### src/pkg/cscr_pkg.sv
`default_nettype none
package cscr_pkg;
  // Register byte addresses; the word is decoded on haddr[7:2]
  localparam logic [31:0] OFF_LOW_POWER = 32'h0000_0010;
  localparam logic [31:0] OFF_CORE_CFG  = 32'h0000_0014;
  localparam logic [31:0] OFF_FAULT_PRI = 32'h0000_0018;
  localparam logic [31:0] OFF_SVC_PRI   = 32'h0000_001C;
  localparam logic [31:0] OFF_TIMER_PRI = 32'hE000_ED20;
  localparam int          NUM_REGS      = 5;
  localparam logic [2:0]  IDX_LOW_POWER = 3'h0;
  localparam logic [2:0]  IDX_CORE_CFG  = 3'h1;
  localparam logic [2:0]  IDX_FAULT_PRI = 3'h2;
  localparam logic [2:0]  IDX_SVC_PRI   = 3'h3;
  localparam logic [2:0]  IDX_TIMER_PRI = 3'h4;
  // Control bit positions
  localparam int LP_WAKE_ANY_BIT   = 4;
  localparam int LP_DEEP_BIT       = 2;
  localparam int LP_SOE_BIT        = 1;
  localparam int CC_ALIGN8_BIT     = 9;
  localparam int CC_BF_IGNORE_BIT  = 8;
  localparam int CC_DIV0_BIT       = 4;
  localparam int CC_UNALIGN_BIT    = 3;
  localparam int CC_UTRIG_BIT      = 1;
  localparam int CC_THREAD_ANY_BIT = 0;
  // Priority field positions
  localparam int PRI_MMF_POS  = 0;
  localparam int PRI_BF_POS   = 8;
  localparam int PRI_UF_POS   = 16;
  localparam int PRI_SVC_POS  = 24;
  localparam int PRI_PSV_POS  = 16;
  localparam int PRI_TICK_POS = 24;
  // Implemented bits of each register
  localparam logic [31:0] MASK_LOW_POWER = 32'h0000_0016;
  localparam logic [31:0] MASK_CORE_CFG  = 32'h0000_031B;
  localparam logic [31:0] MASK_FAULT_PRI = 32'h00F0_F0F0;
  localparam logic [31:0] MASK_SVC_PRI   = 32'hF000_0000;
  localparam logic [31:0] MASK_TIMER_PRI = 32'hF0F0_0000;
  // Reset values
  localparam logic [31:0] RST_LOW_POWER = 32'h0000_0000;
  localparam logic [31:0] RST_CORE_CFG  = 32'h0000_0200;
  localparam logic [31:0] RST_PRI       = 32'h0000_0000;
  // AHB encodings
  localparam logic [2:0] HSIZE_BYTE = 3'h0;
  localparam logic [2:0] HSIZE_HALF = 3'h1;
  localparam logic [2:0] HSIZE_WORD = 3'h2;

  typedef enum logic [1:0] {PWR_RUN, PWR_WAIT, PWR_SLEEP} cscr_pwr_type;

  typedef struct packed {
    logic wait_for_event_instruction; // Wait-for-event executes
    logic send_event_instruction;     // Send-event executes
    logic irq_pend_en;     // Enabled interrupt becomes pending
    logic irq_pend_dis;    // Disabled interrupt becomes pending
    logic event_en;        // Enabled event becomes pending
    logic handler_return;  // Return from Handler to Thread mode
    logic exc_entry;       // Exception entry stacking
    logic entry_sp_bit2;   // Bit 2 of stack pointer at entry
    logic exception_return; // Exception return unstacking
    logic stacked_align;   // Bit 9 of stacked status word
    logic dbus_fault;      // Data bus fault from load or store
    logic top_priority;    // Running at priority -1 or -2
    logic div_zero;        // Divide with zero divisor
    logic unal_access;     // Unaligned halfword or word access
    logic unal_multi;      // Unaligned multiple or doubleword
    logic trig_access;     // Access to the trigger register
    logic trig_privileged; // That access is privileged
    logic thread_return;   // Return value asks for Thread mode
    logic other_active;    // Other exceptions still active
  } cscr_core_in_type;

  typedef struct packed {
    logic sleeping;
    logic deep_sleep;
    logic wake;
    logic entry_pad4;
    logic stacked_align_bit;
    logic return_pad_remove;
    logic bus_fault_raise;
    logic bus_fault_ignored;
    logic lockup;
    logic div_fault;
    logic div_quot_zero;
    logic usage_unaligned;
    logic trig_grant;
    logic trig_deny;
    logic thread_ok;
    logic thread_fault;
  } cscr_core_out_type;

  typedef struct packed {
    logic [7:0] memmanage_fault_priority;
    logic [7:0] bus_fault_priority;
    logic [7:0] usage_fault_priority;
    logic [7:0] supervisor_call_priority;
    logic [7:0] pendable_service_priority;
    logic [7:0] tick_timer_priority;
  } cscr_prio_type;
endpackage
`default_nettype wire

### src/logic/cscr_regs.sv
`timescale 1ns/100ps
`default_nettype none
module cscr_regs (
  input  wire logic                       hclk,
  input  wire logic                       hresetn,
  input  wire logic                       hsel,
  input  wire logic [31:0]                haddr,
  input  wire logic [1:0]                 htrans,
  input  wire logic                       hwrite,
  input  wire logic [2:0]                 hsize,
  input  wire logic [3:0]                 hprot,
  input  wire logic [31:0]                hwdata,
  input  wire logic                       hready,
  output logic                            hreadyout,
  output logic                            hresp,
  output logic [31:0]                     hrdata,
  input  wire logic                       ext_event,
  input  wire cscr_pkg::cscr_core_in_type core_in,
  output cscr_pkg::cscr_core_out_type     core_out,
  output cscr_pkg::cscr_prio_type         prio
);

  typedef struct packed {
    cscr_pkg::cscr_pwr_type       pwr;
    logic                         ev_latch;
    logic [1:0]                   ext_sync;
    logic [4:0][31:0]             regs;
    logic                         dp_wr;
    logic [2:0]                   dp_idx;
    logic [3:0]                   dp_be;
    logic [31:0]                  rdata;
    cscr_pkg::cscr_core_out_type  out;
  } cscr_state_type;

  localparam logic [4:0][31:0] REG_MASK = {
    cscr_pkg::MASK_TIMER_PRI, cscr_pkg::MASK_SVC_PRI,
    cscr_pkg::MASK_FAULT_PRI, cscr_pkg::MASK_CORE_CFG,
    cscr_pkg::MASK_LOW_POWER};

  localparam logic [4:0][31:0] REG_RST = {
    cscr_pkg::RST_PRI, cscr_pkg::RST_PRI, cscr_pkg::RST_PRI,
    cscr_pkg::RST_CORE_CFG, cscr_pkg::RST_LOW_POWER};

  cscr_state_type st_r;
  cscr_state_type st_nxt;

  logic        addr_take;
  logic        addr_hit;
  logic [2:0]  addr_idx;
  logic [3:0]  addr_be;
  logic        ev_any;
  logic        irq_wake;
  logic [31:0] lp;
  logic [31:0] cc;
  logic [31:0] be_bits;

  assign lp = st_r.regs[cscr_pkg::IDX_LOW_POWER];
  assign cc = st_r.regs[cscr_pkg::IDX_CORE_CFG];

  ////////////////////////////////////////////////////////////////////////
  // Address phase decode

  assign addr_take = hsel && hready && htrans[1];

  always_comb begin
    addr_hit = 1'b1;
    addr_idx = cscr_pkg::IDX_LOW_POWER;
    if (haddr[7:2] == cscr_pkg::OFF_LOW_POWER[7:2]) begin
      addr_idx = cscr_pkg::IDX_LOW_POWER;
    end else if (haddr[7:2] == cscr_pkg::OFF_CORE_CFG[7:2]) begin
      addr_idx = cscr_pkg::IDX_CORE_CFG;
    end else if (haddr[7:2] == cscr_pkg::OFF_FAULT_PRI[7:2]) begin
      addr_idx = cscr_pkg::IDX_FAULT_PRI;
    end else if (haddr[7:2] == cscr_pkg::OFF_SVC_PRI[7:2]) begin
      addr_idx = cscr_pkg::IDX_SVC_PRI;
    end else if (haddr[7:2] == cscr_pkg::OFF_TIMER_PRI[7:2]) begin
      addr_idx = cscr_pkg::IDX_TIMER_PRI;
    end else begin
      addr_hit = 1'b0;
    end
  end

  // Byte lanes; control registers take whole words only
  always_comb begin
    addr_be = 4'h0;
    if (hsize == cscr_pkg::HSIZE_WORD) begin
      addr_be = 4'hF;
    end else if (addr_idx >= cscr_pkg::IDX_FAULT_PRI) begin
      if (hsize == cscr_pkg::HSIZE_BYTE) begin
        addr_be = 4'(4'h1 << haddr[1:0]);
      end else if (hsize == cscr_pkg::HSIZE_HALF) begin
        addr_be = 4'(4'h3 << {haddr[1], 1'b0});
      end
    end
  end

  always_comb begin
    for (int i = 0; i < 4; i++) begin
      be_bits[i*8 +: 8] = {8{st_r.dp_be[i]}};
    end
  end

  ////////////////////////////////////////////////////////////////////////
  // Wake sources

  assign irq_wake = core_in.irq_pend_en
                 || (lp[cscr_pkg::LP_WAKE_ANY_BIT]
                     && core_in.irq_pend_dis);
  assign ev_any = irq_wake || core_in.event_en
               || core_in.send_event_instruction || st_r.ext_sync[1];

  ////////////////////////////////////////////////////////////////////////
  // Next state

  always_comb begin
    st_nxt = st_r;
    st_nxt.ext_sync = {st_r.ext_sync[0], ext_event};
    st_nxt.dp_wr = 1'b0;
    st_nxt.out.wake = 1'b0;

    // Bus write lands in the data phase
    if (st_r.dp_wr) begin
      st_nxt.regs[st_r.dp_idx] =
        (st_r.regs[st_r.dp_idx] & ~(be_bits & REG_MASK[st_r.dp_idx]))
        | (hwdata & be_bits & REG_MASK[st_r.dp_idx]);
    end

    // Privileged, mapped accesses only; others read zero
    if (addr_take) begin
      st_nxt.rdata = 32'h0000_0000;
      if (addr_hit && hprot[1]) begin
        st_nxt.dp_wr  = hwrite && (addr_be != 4'h0);
        st_nxt.dp_idx = addr_idx;
        st_nxt.dp_be  = addr_be;
        if (!hwrite) begin
          st_nxt.rdata = st_r.regs[addr_idx];
        end
      end
    end

    // Low-power sequencing
    case (st_r.pwr)
      cscr_pkg::PWR_RUN: begin
        if (core_in.wait_for_event_instruction) begin
          if (st_r.ev_latch || ev_any) begin
            st_nxt.ev_latch = 1'b0;
            st_nxt.out.wake = 1'b1;
          end else begin
            st_nxt.pwr = cscr_pkg::PWR_WAIT;
          end
        end else if (core_in.handler_return
                     && lp[cscr_pkg::LP_SOE_BIT]) begin
          st_nxt.pwr = cscr_pkg::PWR_SLEEP;
          st_nxt.ev_latch = st_r.ev_latch || ev_any;
        end else if (ev_any) begin
          st_nxt.ev_latch = 1'b1;
        end
      end
      cscr_pkg::PWR_WAIT: begin
        if (ev_any) begin
          st_nxt.pwr = cscr_pkg::PWR_RUN;
          st_nxt.out.wake = 1'b1;
        end
      end
      cscr_pkg::PWR_SLEEP: begin
        if (irq_wake) begin
          st_nxt.pwr = cscr_pkg::PWR_RUN;
          st_nxt.out.wake = 1'b1;
        end else if (ev_any) begin
          st_nxt.ev_latch = 1'b1;
        end
      end
      default: begin
        st_nxt.pwr = cscr_pkg::PWR_RUN;
      end
    endcase
    st_nxt.out.sleeping = (st_nxt.pwr != cscr_pkg::PWR_RUN);
    st_nxt.out.deep_sleep = st_nxt.out.sleeping
                         && lp[cscr_pkg::LP_DEEP_BIT];

    // Stack alignment on entry and return
    st_nxt.out.entry_pad4 = core_in.exc_entry
                         && cc[cscr_pkg::CC_ALIGN8_BIT]
                         && core_in.entry_sp_bit2;
    st_nxt.out.stacked_align_bit = st_nxt.out.entry_pad4;
    st_nxt.out.return_pad_remove = core_in.exception_return
                                && core_in.stacked_align;

    // Data bus faults
    st_nxt.out.bus_fault_raise = core_in.dbus_fault
                              && !core_in.top_priority;
    st_nxt.out.bus_fault_ignored = core_in.dbus_fault
                                && core_in.top_priority
                                && cc[cscr_pkg::CC_BF_IGNORE_BIT];
    if (core_in.dbus_fault && core_in.top_priority
        && !cc[cscr_pkg::CC_BF_IGNORE_BIT]) begin
      st_nxt.out.lockup = 1'b1;
    end

    // Divide by zero
    st_nxt.out.div_fault = core_in.div_zero
                        && cc[cscr_pkg::CC_DIV0_BIT];
    st_nxt.out.div_quot_zero = core_in.div_zero
                            && !cc[cscr_pkg::CC_DIV0_BIT];

    // Unaligned accesses
    st_nxt.out.usage_unaligned = core_in.unal_multi
      || (core_in.unal_access && cc[cscr_pkg::CC_UNALIGN_BIT]);

    // Software trigger access gate
    st_nxt.out.trig_grant = core_in.trig_access
      && (core_in.trig_privileged
          || cc[cscr_pkg::CC_UTRIG_BIT]);
    st_nxt.out.trig_deny = core_in.trig_access
                        && !st_nxt.out.trig_grant;

    // Thread mode entry policy
    st_nxt.out.thread_ok = core_in.thread_return
      && (!core_in.other_active
          || cc[cscr_pkg::CC_THREAD_ANY_BIT]);
    st_nxt.out.thread_fault = core_in.thread_return
                           && !st_nxt.out.thread_ok;
  end

  ////////////////////////////////////////////////////////////////////////
  // State register

  always_ff @(posedge hclk or negedge hresetn) begin
    if (!hresetn) begin
      st_r <= '0;
      st_r.pwr <= cscr_pkg::PWR_RUN;
      st_r.regs <= REG_RST;
    end else begin
      st_r <= st_nxt;
    end
  end

  ////////////////////////////////////////////////////////////////////////
  // Outputs

  assign hreadyout = 1'b1;
  assign hresp     = 1'b0;
  assign hrdata    = st_r.rdata;
  assign core_out  = st_r.out;

  always_comb begin
    prio.memmanage_fault_priority =
      st_r.regs[cscr_pkg::IDX_FAULT_PRI][cscr_pkg::PRI_MMF_POS +: 8];
    prio.bus_fault_priority =
      st_r.regs[cscr_pkg::IDX_FAULT_PRI][cscr_pkg::PRI_BF_POS +: 8];
    prio.usage_fault_priority =
      st_r.regs[cscr_pkg::IDX_FAULT_PRI][cscr_pkg::PRI_UF_POS +: 8];
    prio.supervisor_call_priority =
      st_r.regs[cscr_pkg::IDX_SVC_PRI][cscr_pkg::PRI_SVC_POS +: 8];
    prio.pendable_service_priority =
      st_r.regs[cscr_pkg::IDX_TIMER_PRI][cscr_pkg::PRI_PSV_POS +: 8];
    prio.tick_timer_priority =
      st_r.regs[cscr_pkg::IDX_TIMER_PRI][cscr_pkg::PRI_TICK_POS +: 8];
  end
endmodule
`default_nettype wire

### config.mk
export PLATFORM = sky130hd
export DESIGN_NAME = cscr_regs
export DESIGN_NICKNAME = d
export VERILOG_FILES = /design/src/pkg/cscr_pkg.sv /design/src/logic/cscr_regs.sv
export SDC_FILE = /design/constraint.sdc
export NUM_CORES = 1
export LEC_CHECK = 0
export ABC_AREA = 0
export BUFFER_PORTS_ARGS = -buffer_cell sky130_fd_sc_hd__buf_2
export CAP_MARGIN = 20
export CORE_ASPECT_RATIO = 0.75
export CORE_UTILIZATION = 42
export CTS_CLUSTER_SIZE = 24
export DETAILED_ROUTE_END_ITERATION = 6
export GPL_TIMING_DRIVEN = 0
export PLACE_DENSITY = 0.68
export SLEW_MARGIN = 20
export SYNTH_ARGS = -nofsm -noshare
export SYNTH_HDL_FRONTEND = slang
export SYNTH_SLANG_ARGS = --single-unit
### constraint.sdc
create_clock -name hclk -period 5 [get_ports hclk]
set_input_delay 0.25 -clock hclk [delete_from_list [all_inputs] [get_ports hclk]]
set_output_delay 0.25 -clock hclk [all_outputs]
set_load 0.02 [all_outputs]
* After elaboration in Yosys (flattened, before gate mapping) *
Memory sizes are Yosys's and may differ from the RTL's.
Cells that the tools add are included.

word-level totals
  register bits after elaboration = 220
  logic and storage cells = 135
  memories = 1
  ROM bits = 256

memories
  memory            words  width  rd ports  clocked after memory_dff  write ports  line              RTL
  (name not given)  8      32     1         0                         0            cscr_regs.sv:125  | (hwdata & be_bits & REG_MASK[st_r.dp_idx]);

operators by class
  multiplexer cells = 41
  bitwise gates (word level) = 6
  shift operators = 2
  order comparisons = 4
  equality and inequality tests = 11
  reductions and logical operators = 43

operators by type and width
  operator             count
  $bmux 32 s3          2
  $bwmux 160           1
  $mux 32              5
  $and 32x32->32       4
  $demux 32 s3         1
  $mux 40              2
  $not 32->32          1
  $or 32x32->32        1
  $eq 6x3->1 const B   4
  $logic_and 1x1->1    22
  $mux 3               6
  $mux 4               4
  $mux 1               13
  $logic_or 1x1->1     8
  $lt 3x4->1 const B   2
  $mux 2               4
  $eq 6x4->1 const B   1
  $logic_not 1->1      6
  $pmux 2 s3           1
  $reduce_bool 2->1    2
  $reduce_bool 4->1    1
  $shl 1x2->4 const A  1
  $shl 2x2->4 const A  1
  $eq 3x1->1 const B   1
  other kinds (13)     13

* Depth between registers and ports, before layout *
  depth in word-level cells = 13
  gate-level depth with buffers = 8
  gate-level depth less buffers = 4

* Worst setup path after synthesis *
Ideal clock, no wire load.

  path kind = flip-flop to flip-flop
  start point = register st_r[52] (netlist bit)
  end point = register st_r, in the netlist lp[2]
  stages on the path, launching flop included = 6
  buffers on the path = 2
  setup time = 0.125 ns
  period minus slack after synthesis = 1.848 ns
  arrival time = 1.723 ns
  setup slack = 3.152 ns
  cells stage by stage = dfrtp_1 buf_6 buf_6 or4b_2 nor2_1 mux2_2

between the ends
  longest elaborated chain between the ends = 7
  elaborated cells between the ends (all ways) = 15
  those cells by class = order compare (2); mux (6); bitwise (5); reduce/logical (1); memory (1)

RTL lines
  what                           line              RTL
  start, declared                cscr_regs.sv:44   cscr_state_type st_r;
  start signal, assigned         cscr_regs.sv:234  st_r <= st_nxt;
  $mem_v2 8x32                   -
  $mux 32 (not written as such)  cscr_regs.sv:125
  $and 32x32->32                 cscr_regs.sv:124  (st_r.regs[st_r.dp_idx] & ~(be_bits & REG_MASK[st_r.dp_idx]))
  $not 32->32                    cscr_regs.sv:124
  $and 32x32->32                 cscr_regs.sv:124
  $or 32x32->32                  cscr_regs.sv:125
  $bwmux 160 (*)                 cscr_regs.sv:123  st_nxt.regs[st_r.dp_idx] =

Mark *: on every way between the ends. The rest lies on a longest branch, timed or not. The select of a mux whose other input is x is not followed.
A chain may end at the register's enable or synchronous reset.

* Final worst setup path *
  start point = register st_r[52] (netlist bit)
  end point = register st_r, in the netlist prio[5]

The elaborated chain is that of the path after synthesis.

==> out/qor.csv <==
metric;value;unit
Initial Util;0.433;
Rows;48;
n_diodes;0;
I/O pins;196;
Post-CTS Hold Buffers;18;
top cells by area, synth;dfrtp_1 54%, buf_4 7.7%, clkbuf_1 6.0%;
drt pass-1 iters;7;
DRC;0;
Worst Slack Setup Final;2590;ps
post-CTS setup buffers;0;
Synth Warn #;0;
commonest cells in the netlist;219 x dfrtp_1, 162 x clkbuf_1, 104 x buf_4, 85 x nand2_1, 53 x o31ai_1;
EDFF count, synth;0;
Core ar.;23300;um2
worst path arrival time;2780;ps
antenna-violating nets left;0;
RePlAce Congestion;0.812;
Worst-Skew Late Latency;500;ps
final setup vio count;0;
Netlist cell types;54;
H-tree depth;1;
Via density;5.24;
fin nets;1226;
vias in the first global route;7535;
critical path launch point type;flip-flop;
FF-to-FF End;prio[5]$_DFFE_PN0P_;
fin crit share;0.481;
global-route wire length before repair;42300;um
die area;24700;um2
Final Hold Vio Count;0;
initial antenna violation count;0;
Pleak;6.03;nW
CTS resizes;0;
critical path capture point type;flip-flop;
fin cells;1444;
Die Ht;136;um
CTS sink cnt;220;
Synth Instances;929;
achievable frequency;415;MHz
top cell type's share of synthesized area;0.543;
maximum fanout along the worst path;10;
Initial DRC Count;656;
peak supply drop;186;uV
Placed Cells incl. Taps;1385;
average size of a mapped cell;10.9;um2
layout cells sized above 1;0.311;
GRT Util Overall;0.223;
fillcell total;2132;
largest net degree at the start of global routing;99;
post-synth top area cell;dfrtp_1;
MaxCap Viol Count;0;
die width;181;um
R2R depth;8;
Tmin final;2410;ps
Slew @ Worst Pin;927;ps
TritonCTS buffer count;23;
sequential area share after synthesis;0.546;
vias;7565;
dpl ws;2660;ps
Post-DP HPWL;18800;um
Async S/R FF share, synth;1.00;
Top FF cell, synth;dfrtp_1;
relative slew slack;0.382;
area growth from synthesis to layout;21.1;%
most common cell in the netlist;dfrtp_1;
Syn Std Cell Area;10100;um2
CTS clk-pin slew, worst paths;60;ps
worst reg2reg startpoint;st_r[52]$_DFFE_PN0P_;
Detailed Route WL;26800;um
max-slew violations;0;
Pwr Density;303;nW/um2
outcome;finished clean;
Setup Skew;6.45;ps
kind of critical path;reg -> reg;
RSZ-0062 raised after global routing;no;
Hold Crit Class;in -> reg;
Root Driver;clkbuf_16;
hold path depth;3;
IO buf count;154;
hold endpoint;cc[9]$_DFFE_PN1P_;
Avg WL per Cell;18.6;um
R2R Setup Slk;2590;ps
Max Root-Sink Buffers;3;
GRT overflow;0;
Hold Crit Start;hwdata[9];
register bit count reported by yosys;220;
Post-Synthesis Net Count;1027;
CTS tree;done;
Crit path required time;5370;ps
Hold Slack;17.9;ps
## critical path, cell delays in order, from the launching register on
cell	delay (ps)
dfrtp_1	380
buf_6	140
buf_6	160
nor3b_2	350
buf_2	370
nand2_1	290
clkbuf_1	340
nand2_1	140
o21ai_0	80
## kinds of logic after synthesis
group | count (synthesis) | synth area share
AOI/OAI and AO/OA | 188 | 0.134
buffers and inverters | 281 | 0.146
DFF | 220 | 0.546
muxes | 55 | 0.0833
other | 2 | 0.000744
and+or+nand+nor | 183 | 0.0898
## worst max-delay path by stage
stage                         startpoint                     end  slack [ps]  depth (start not counted)
floorplan           st_r[52]$_DFFE_PN0P_       lp[2]$_DFFE_PN0P_        3150                          5
global placement                 hresetn  core_out[13]$_DFF_PN0_        -150                          1
detailed placement  st_r[52]$_DFFE_PN0P_     prio[6]$_DFFE_PN0P_        2660                          8
CTS                 st_r[52]$_DFFE_PN0P_     prio[6]$_DFFE_PN0P_        2640                          8
global route        st_r[54]$_DFFE_PN0P_    prio[20]$_DFFE_PN0P_        2520                          6
finish              st_r[52]$_DFFE_PN0P_     prio[5]$_DFFE_PN0P_        2590                          8
## cell type report
type                    instances  area (um2)  area share
clock buffers                  37         668      0.0547
flip-flops and latches        220        5510       0.451
multi-input cells             428        3110       0.255
repair buffers                174        1020      0.0832
clock inverters                 4        70.1     0.00573
plain buffers                 273        1440       0.118
well taps                     300         375      0.0307
inverters                       8        30.0     0.00246
## placed cells by master (no fill, tap or decap), types with 3 or more instances in the layout
cell	count
o21a_1	3
a211oi_1	33
o31ai_1	53
nand3_1	3
o21bai_1	5
clkbuf_1	172
a31oi_1	5
buf_6	3
clkbuf_16	23
and3_1	35
a222oi_1	4
nor2_1	24
inv_1	8
nand2_1	85
nor3_1	4
a221oi_1	11
a21oi_1	3
and2_1	13
nor2b_1	7
a22oi_1	4
buf_4	104
dlygate4sd3_1	18
o21ai_1	5
mux4_2	20
mux2i_1	3
o22ai_1	31
clkbuf_8	4
a21o_1	3
buf_2	156
dfrtp_1	219
o21ai_0	15
mux2_2	32
## stage by stage
step	util	cell area (um2)	TNS (ps)	power, mW
final	0.524	12200	0	3.70
after global routing	0.524	12200	0	3.83
after CTS	0.524	12200	0	3.72
after detailed placement	0.485	11300	0	2.02
after global placement	0.482	11200	-27310	2.01
after floorplan	-	10100	0	1.92
## report_power, final
group / total [mW] / switching (mW) / internal [mW]
sequential: 1.80 / 0.00700 / 1.79
combinational: 0.200 / 0.121 / 0.0785
clock: 1.70 / 0.687 / 1.01
total: 3.70 / 0.815 / 2.88
## metal layers
metal / up-vias / wire [um] / GRT usage
li1: 3473 / - / -
met1: 3755 / 12800 / 0.340
met2: 291 / 11400 / 0.326
met3: 46 / 2080 / 0.0431
met4: 0 / 524 / 0.0523
met5: - / 0 / 0
## flip-flops by register name (all words and copies together) (netlist names)
register  flops
st_r         56
cc           32
be_bits       4
hrdata       32
st_nxt        1
lp           32
core_out     15
prio         48
No activity file was read; power rests on OpenSTA's default activity.
